File: config.mk
export PLATFORM = sky130hd
export DESIGN_NAME = tbd_decode
export DESIGN_NICKNAME = d
export VERILOG_FILES = /design/src/common/tbd_pkg.sv /design/src/verilog/tbd_qphase.sv /design/src/verilog/tbd_decode.sv
export VERILOG_INCLUDE_DIRS = /design/src /design/src/common
export SDC_FILE = /design/constraint.sdc
export NUM_CORES = 1
export LEC_CHECK = 0
export ABC_CLOCK_PERIOD_IN_PS = 1720
export BUFFER_PORTS_ARGS = -buffer_cell sky130_fd_sc_hd__buf_2
export CAP_MARGIN = 20
export CORE_MARGIN = 5
export CORE_UTILIZATION = 35
export CTS_BUF_LIST = sky130_fd_sc_hd__clkbuf_2
export CTS_CLUSTER_DIAMETER = 60
export DETAILED_ROUTE_END_ITERATION = 8
export SETUP_SLACK_MARGIN = 0.2
export SYNTH_ARGS = -nofsm -noshare
export SYNTH_HDL_FRONTEND = slang
export SYNTH_SLANG_ARGS = --single-unit
File: constraint.sdc
create_clock -name sys_clk_i -period 1.72 [get_ports sys_clk_i]
set_input_delay 0.258 -clock sys_clk_i [delete_from_list [all_inputs] [get_ports sys_clk_i]]
set_output_delay 0.258 -clock sys_clk_i [all_outputs]
set_load 0.005 [all_outputs]
File: src/common/tbd_defines.svh
// Instruction field positions, widths and cycle timing constants
`ifndef TBD_DEFINES_SVH
`define TBD_DEFINES_SVH
`define TBD_INSN_W        12
`define TBD_FADDR_W       5
`define TBD_FADDR_MAX     7'h7F
`define TBD_BYTE_OP_HI    11
`define TBD_BYTE_OP_LO    6
`define TBD_DEST_BIT      5
`define TBD_FILE_HI       4
`define TBD_FILE_LO       0
`define TBD_BIT_OP_HI     11
`define TBD_BIT_OP_LO     8
`define TBD_BSEL_HI       7
`define TBD_BSEL_LO       5
`define TBD_LIT_OP_HI     11
`define TBD_LIT_OP_LO     8
`define TBD_LIT8_HI       7
`define TBD_JMP_OP_HI     11
`define TBD_JMP_OP_LO     9
`define TBD_LIT9_HI       8
`define TBD_QPHASES       4
`define TBD_DEST_ACC      1'b0
`define TBD_DEST_FILE     1'b1
// Opcode values of the top bits used for classification
`define TBD_CLS_BIT_LO    4'h4
`define TBD_CLS_BIT_HI    4'h7
`define TBD_JMP_OP        3'h5
`define TBD_CALL_OP       4'h9
`define TBD_RET_OP        4'h8
`define TBD_BTFSC_OP      4'h6
`define TBD_BTFSS_OP      4'h7
`define TBD_DECFSZ_OP     6'h0B
`define TBD_INCFSZ_OP     6'h0F
`define TBD_MOVWF_OP      7'h01
`define TBD_PCL_ADDR      5'h02
`endif

File: src/common/tbd_pkg.sv
// Types shared by the instruction decode front end
package tbd_pkg;
	typedef enum logic [1:0]
	{
		TBD_CAT_BYTE,
		TBD_CAT_BIT,
		TBD_CAT_LIT
	} tbd_cat_t;
endpackage : tbd_pkg

File: src/verilog/tbd_qphase.sv
// Four-phase instruction cycle generator
`timescale 1ns/1ps
`include "tbd_defines.svh"
module tbd_qphase #(
	parameter int PHASES = `TBD_QPHASES
) (
	// Clock and reset
	input  wire logic       sys_clk_i,
	input  wire logic       rstn_i,
	// Phase outputs
	output logic [1:0]      phase_o,
	output logic            cyc_end_o
);
	logic [1:0] phase_q;
	logic [1:0] phase_d;

	// Wrap after the last oscillator period of the cycle
	assign phase_d   = (phase_q == 2'(PHASES - 1)) ? 2'h0 : phase_q + 2'h1;
	assign phase_o   = phase_q;
	assign cyc_end_o = (phase_q == 2'(PHASES - 1));

	// Phase counter runs freely from reset
	always_ff @(posedge sys_clk_i or negedge rstn_i)
	begin
		if (!rstn_i)
			phase_q <= 2'h0;
		else
			phase_q <= phase_d;
	end
endmodule : tbd_qphase

File: src/verilog/tbd_decode.sv
// Instruction decode and cycle timing front end for a 12-bit word core
// Contract
// - Each instruction is one 12-bit word: opcode plus operand fields.
// - Three categories: byte-oriented, bit-oriented, literal and control.
// - Byte-oriented words name the file register through the file operand.
// - Destination bit 0 sends result to accumulator, 1 to file register.
// - Bit-oriented words select a bit of an 8-bit file register.
// - Literal words carry an 8-bit or 9-bit constant operand.
// - File address space spans 0x00 to 0x7F; decode zero-extends the 5-bit file field, so it reaches 0x00 to 0x1F only.
// - Instructions take one cycle unless a test succeeds or PC changes.
// - Taken tests and program counter changes take two cycles.
// - One instruction cycle is four oscillator periods.
// - Don't-care bits never affect decoding; tools should fill zero.
// - Byte words: opcode 11..6, destination bit 5, file 4..0.
// - Literal words: opcode 11..8, 8-bit constant 7..0.
// - Jump words: opcode 11..9, 9-bit target 8..0.
`timescale 1ns/1ps
`include "tbd_defines.svh"
module tbd_decode #(
	parameter int INSN_W = `TBD_INSN_W
) (
	// Clock and reset
	input  wire logic              sys_clk_i,
	input  wire logic              rstn_i,
	// Program memory word
	input  wire logic [INSN_W-1:0] insn_i,
	// Condition result from the execute stage for skip instructions
	input  wire logic              cond_true_i,
	// Decoded fields
	output tbd_pkg::tbd_cat_t      cat_o,
	output logic [5:0]             opcode_o,
	output logic [6:0]             faddr_o,
	output logic                   dest_file_o,
	output logic                   dest_acc_o,
	output logic [2:0]             bit_sel_o,
	output logic [7:0]             bit_mask_o,
	output logic [8:0]             literal_o,
	output logic                   lit9_o,
	// Timing
	output logic [1:0]             phase_o,
	output logic                   fetch_o,
	output logic                   second_cyc_o
);
	// Phase generator wires
	logic [1:0] phase_w;
	logic       cyc_end_w;

	tbd_qphase #(
		.PHASES (`TBD_QPHASES)
	) u_qphase (
		.sys_clk_i (sys_clk_i),
		.rstn_i    (rstn_i),
		.phase_o   (phase_w),
		.cyc_end_o (cyc_end_w)
	);

	// Field extraction straight from the word
	logic [5:0] byte_op_w;
	logic [3:0] top4_w;
	logic [2:0] top3_w;
	logic       dest_w;
	logic [4:0] file_w;
	logic [2:0] bsel_w;
	logic [7:0] lit8_w;
	logic [8:0] lit9_w;

	assign byte_op_w = insn_i[`TBD_BYTE_OP_HI:`TBD_BYTE_OP_LO];
	assign dest_w    = insn_i[`TBD_DEST_BIT];
	assign file_w    = insn_i[`TBD_FILE_HI:`TBD_FILE_LO];
	assign top4_w    = insn_i[`TBD_LIT_OP_HI:`TBD_LIT_OP_LO];
	assign bsel_w    = insn_i[`TBD_BSEL_HI:`TBD_BSEL_LO];
	assign lit8_w    = insn_i[`TBD_LIT8_HI:0];
	assign top3_w    = insn_i[`TBD_JMP_OP_HI:`TBD_JMP_OP_LO];
	assign lit9_w    = insn_i[`TBD_LIT9_HI:0];

	// Category split: top nibble 0..3 byte, 4..7 bit, rest literal/control
	logic is_bit_w;
	logic is_byte_w;
	logic is_jmp_w;
	tbd_pkg::tbd_cat_t cat_w;

	assign is_byte_w = (top4_w < `TBD_CLS_BIT_LO);
	assign is_bit_w  = (top4_w >= `TBD_CLS_BIT_LO) && (top4_w <= `TBD_CLS_BIT_HI);
	assign is_jmp_w  = (top3_w == `TBD_JMP_OP);
	assign cat_w     = is_byte_w ? tbd_pkg::TBD_CAT_BYTE :
		(is_bit_w ? tbd_pkg::TBD_CAT_BIT : tbd_pkg::TBD_CAT_LIT);

	// Opcode field width depends on the format; unused low bits forced zero
	logic [5:0] opcode_w;
	assign opcode_w = is_byte_w ? byte_op_w :
		(is_jmp_w ? {top3_w, 3'h0} : {top4_w, 2'h0});

	// File address zero-extended into the 0x00..0x7F space
	logic [6:0] faddr_w;
	assign faddr_w = {2'h0, file_w};

	// Literal operand, 9 bits only for the jump format
	logic [8:0] literal_w;
	assign literal_w = is_jmp_w ? lit9_w : {1'b0, lit8_w};

	// Bit mask of the selected position
	logic [7:0] mask_w;
	assign mask_w = 8'h01 << bsel_w;

	// Flow change detection: jumps, calls, returns, writes to the PC file
	logic pc_change_w;
	logic skip_op_w;
	logic long_w;
	logic pcl_dest_w;

	// Destination bit compared (whole opcode only for the MOVWF term), so accumulator-destination byte words on file 2 stay short
	assign pcl_dest_w  = is_byte_w && (file_w == `TBD_PCL_ADDR) &&
		(dest_w == `TBD_DEST_FILE || {byte_op_w, dest_w} == `TBD_MOVWF_OP);
	assign pc_change_w = is_jmp_w || (top4_w == `TBD_CALL_OP) ||
		(top4_w == `TBD_RET_OP) || pcl_dest_w;
	// Skip tests: the bit test pair plus both count-and-skip byte operations
	assign skip_op_w   = (top4_w == `TBD_BTFSC_OP) || (top4_w == `TBD_BTFSS_OP) ||
		(byte_op_w == `TBD_DECFSZ_OP) || (byte_op_w == `TBD_INCFSZ_OP);
	assign long_w      = pc_change_w || (skip_op_w && cond_true_i);

	// Instruction cycle state: a second cycle follows long instructions
	typedef enum logic
	{
		ST_FIRST,
		ST_SECOND
	} tbd_st_t;

	tbd_st_t st_q;
	tbd_st_t st_d;
	logic fetch_d;

	assign st_d    = !cyc_end_w ? st_q :
		((st_q == ST_FIRST && long_w) ? ST_SECOND : ST_FIRST);
	assign fetch_d = cyc_end_w && (st_d == ST_FIRST);

	// Cycle state advances only at the end of a four-period cycle
	always_ff @(posedge sys_clk_i or negedge rstn_i)
	begin
		if (!rstn_i)
		begin
			st_q <= ST_FIRST;
		end
		else
		begin
			st_q <= st_d;
		end
	end

	// Registered outputs; fields latched at cycle end so they hold a whole cycle
	always_ff @(posedge sys_clk_i or negedge rstn_i)
	begin
		if (!rstn_i)
		begin
			cat_o       <= tbd_pkg::TBD_CAT_BYTE;
			opcode_o    <= 6'h00;
			faddr_o     <= 7'h00;
			dest_file_o <= 1'b0;
			dest_acc_o  <= 1'b0;
			bit_sel_o   <= 3'h0;
			bit_mask_o  <= 8'h00;
			literal_o   <= 9'h000;
			lit9_o      <= 1'b0;
		end
		else if (cyc_end_w && st_q == ST_FIRST)
		begin
			cat_o       <= cat_w;
			opcode_o    <= opcode_w;
			faddr_o     <= (is_byte_w || is_bit_w) ? faddr_w : 7'h00;
			dest_file_o <= is_byte_w && (dest_w == `TBD_DEST_FILE);
			dest_acc_o  <= is_byte_w && (dest_w == `TBD_DEST_ACC);
			bit_sel_o   <= is_bit_w ? bsel_w : 3'h0;
			bit_mask_o  <= is_bit_w ? mask_w : 8'h00;
			literal_o   <= is_byte_w || is_bit_w ? 9'h000 : literal_w;
			lit9_o      <= is_jmp_w;
		end
	end

	// Timing outputs
	always_ff @(posedge sys_clk_i or negedge rstn_i)
	begin
		if (!rstn_i)
		begin
			phase_o      <= 2'h0;
			fetch_o      <= 1'b0;
			second_cyc_o <= 1'b0;
		end
		else
		begin
			phase_o      <= phase_w;
			fetch_o      <= fetch_d;
			second_cyc_o <= (st_d == ST_SECOND);
		end
	end
endmodule : tbd_decode

==> impl_metrics.tcl <==
set metrics [dict create \
    die_y_um 78.9 \
    post-route-period-util 0.844 \
    wire_per_inst_um 14.5 \
    synth_most_common_cell "nand2_1" \
    netlist.area_leader.share 0.633 \
    arrival_ns 1.73 \
    slew_viol_final 0 \
    antenna_left 0 \
    rsz0062_at_grt "no" \
    synth_cell_types 29 \
    dieArea_mm2 0.00622 \
    yosysSeqAreaShare 0.633 \
    leakage_nw 1.12 \
    cp-end-kind "flop" \
    cap_viol_max_count 0 \
    worst-r2r-cell-count 4 \
    worstHoldPathCells 3 \
    ys_ff_latch 42 \
    cts_tree "yes" \
    rr_startpoint "u_qphase.phase_o[0]$_DFF_PN0_" \
    grt_max_degree 27 \
    dp_hpwl_um 2880 \
    core_area_mm2 0.00466 \
    r2r_slack_ns 0.27 \
    grt_pass1_vias 1310 \
    fp-row-count 25 \
    ys_top_cells_by_area "dfrtp_1 (63%), nand2_1 (11%), o21ai_1 (4.5%)" \
    clockBufferDepth 2 \
    num_io_pins 57 \
    synthArstFlopShare 1.00 \
    fin_setup_tns_ns 0 \
    hold_viol 0 \
    report.final.setup_viol 0 \
    yosys_warnings 0 \
    fillers 476 \
    track_usage 0.133 \
    clock_latency_ns 0.38 \
    synth_flop_cell "dfrtp_1" \
    drt_wl_total_um 3890 \
    h-tree-depth 2 \
    vdd_drop_max_uv 471 \
    synthesis.area_mm2 0.00166 \
    drt_pass1_iterations 4 \
    clockRootBuffer "clkbuf_2" \
    place_congestion 0.741 \
    cts_made_buffers 5 \
    avgSynthCellArea_um2 10.6 \
    cts.sinks 42 \
    antenna_found_initial 0 \
    timing.fmax_ghz 0.689 \
    final_nets 230 \
    syn2layout_area_growth_pct 24.0 \
    clk_pin_slew_ns 0.21 \
    required_ns 2.00 \
    period_minus_slack_ns 1.45 \
    fin_skew_ns 0.0203 \
    gr-total-overflow 0 \
    cp-start-kind "flop" \
    drt-initial-drc-count 65 \
    fin_area_mm2 0.00206 \
    hold_end "opcode_o[2]$_DFFE_PN0P_" \
    io_buffers 54 \
    antenna_cells 0 \
    die_w_um 78.9 \
    synth_common_cells "nand2_1 (48), dfrtp_1 (42), o21ai_1 (15), nand2b_1 (8)" \
    crit_type "flop to flop" \
    powerDensity_mw_per_mm2 820 \
    drcViolationCount 0 \
    dpl_cell_area_mm2 0.00199 \
    dr_total_vias 1313 \
    hold_path_class "input port to flop" \
    grt_pass1_wl_um 6560 \
    yosys.area.top_type "dfrtp_1" \
    regToRegEndpoint "bit_mask_o[4]$_DFFE_PN0P_" \
    drive_above_1_share 0.340 \
    hp-start "insn_i[8]" \
    syn_inst 156 \
    status "finished clean" \
    path_max_fanout 6 \
    synth_enable_flop_cells 0 \
    start_util 0.356 \
    viasPerCell 4.88 \
]
how the worst max path moves through the flow:
stage | slack, ns | from | cells past startpoint | to
after CTS | 0.23 | u_qphase.phase_o[0]$_DFF_PN0_ | 4 | bit_mask_o[0]$_DFFE_PN0P_
after global routing | 0.21 | u_qphase.phase_o[0]$_DFF_PN0_ | 4 | bit_mask_o[0]$_DFFE_PN0P_
after global placement | 0.22 | u_qphase.phase_o[0]$_DFF_PN0_ | 4 | bit_mask_o[1]$_DFFE_PN0P_
final | 0.27 | u_qphase.phase_o[0]$_DFF_PN0_ | 4 | bit_mask_o[4]$_DFFE_PN0P_
after detailed placement | 0.18 | u_qphase.phase_o[0]$_DFF_PN0_ | 4 | bit_mask_o[0]$_DFFE_PN0P_
after floorplan | 0.30 | u_qphase.phase_o[0]$_DFF_PN0_ | 4 | bit_mask_o[1]$_DFFE_PN0P_
final cells by class:
class                   instances  area (µm²)  share of cell area
clock buffers                   6        30.0              0.0146
clock inverters                 2        8.76             0.00426
inverters                       2        7.51             0.00365
multi-input cells             102         567               0.276
flip-flops and latches         42        1050               0.511
well taps                      54        67.6              0.0328
repair buffers                 61         325               0.158
layer usage:
| layer | wire [µm] | GRT usage |
|---|---|---|
| met5 | 0 | 0 |
| met3 | 330 | 0.0533 |
| met1 | 1850 | 0.187 |
| met2 | 1690 | 0.189 |
| met4 | 31 | 0.0361 |
cell usage in the layout, fill, tap and decap left out:
cell / n
and4bb_2: 1
nand2_1: 48
clkinv_1: 1
a22o_1: 5
nor2_1: 1
nand2b_1: 7
nand3b_1: 1
dlygate4sd3_1: 1
nor2b_1: 1
o221a_1: 1
o31a_1: 1
and2b_2: 1
nand3_1: 1
a21o_1: 1
ha_4: 1
clkinv_2: 1
a21oi_1: 1
clkbuf_2: 6
conb_1: 2
dfrtp_1: 42
inv_2: 1
nand2b_2: 1
nor4_1: 1
inv_1: 1
o21ai_1: 15
buf_2: 54
o31ai_1: 4
nor3_1: 1
a32o_2: 1
buf_4: 6
or4_1: 2
a32o_1: 3
o221ai_1: 1
worst max-delay path, stage by stage, from the launching register on:
cell      delay (ns)
dfrtp_1         0.46
ha_4            0.20
and4bb_2        0.24
and2b_2         0.23
a32o_1          0.26
metrics by stage:
step | setup WS (ns) | utilization | hold WS (ns) | power (W) | std cells
after CTS | 0.227 | 0.437 | 0.0670 | 0.00171 | 268
after global routing | 0.208 | 0.441 | 0.0391 | 0.00179 | 269
after floorplan | 0.297 | - | -0.0376 | 0.00118 | 157
final | 0.268 | 0.441 | 0.0841 | 0.00169 | 269
after detailed placement | 0.181 | 0.426 | 0.207 | 0.00131 | 259
after global placement | 0.224 | 0.426 | 0.205 | 0.00130 | 259
cell families (layout without fill, tap and decap cells):
family          Yosys count  count (layout)  share of synthesized area
compound gates           33              33                      0.140
fa+ha+maj                 1               1                    0.00754
buf+inv                  13              71                     0.0369
flops                    42              42                      0.633
other cells               1               2                    0.00226
simple gates             66              66                      0.180
timing repair:
item                                    in CTS  in global routing
endpoints found under the setup margin       4                  4
hold buffers                                 1                  0
setup buffers                                0                  1
cloned                                       0                  0
gates resized for setup                      1                  2
endpoints found under the hold margin       16                  0
report_power, final:
group	switching [W]	internal (W)	total, W
Sequential	0.0000332	0.00105	0.00108
Combinational	0.000109	0.0000932	0.000203
Clock	0.000303	0.000100	0.000403
registers in the layout, summed over array words and instances, names as in the netlist:
| register | count |
|---|---|
| fetch_o | 1 |
| bit_sel_o | 3 |
| second_cyc_o | 1 |
| lit9_o | 1 |
| cat_o | 2 |
| u_qphase.phase_o | 2 |
| dest_acc_o | 1 |
| bit_mask_o | 8 |
| literal_o | 9 |
| phase_o | 2 |
| opcode_o | 6 |
| faddr_o | 5 |
| dest_file_o | 1 |
(Power assumes the default switching activity.)
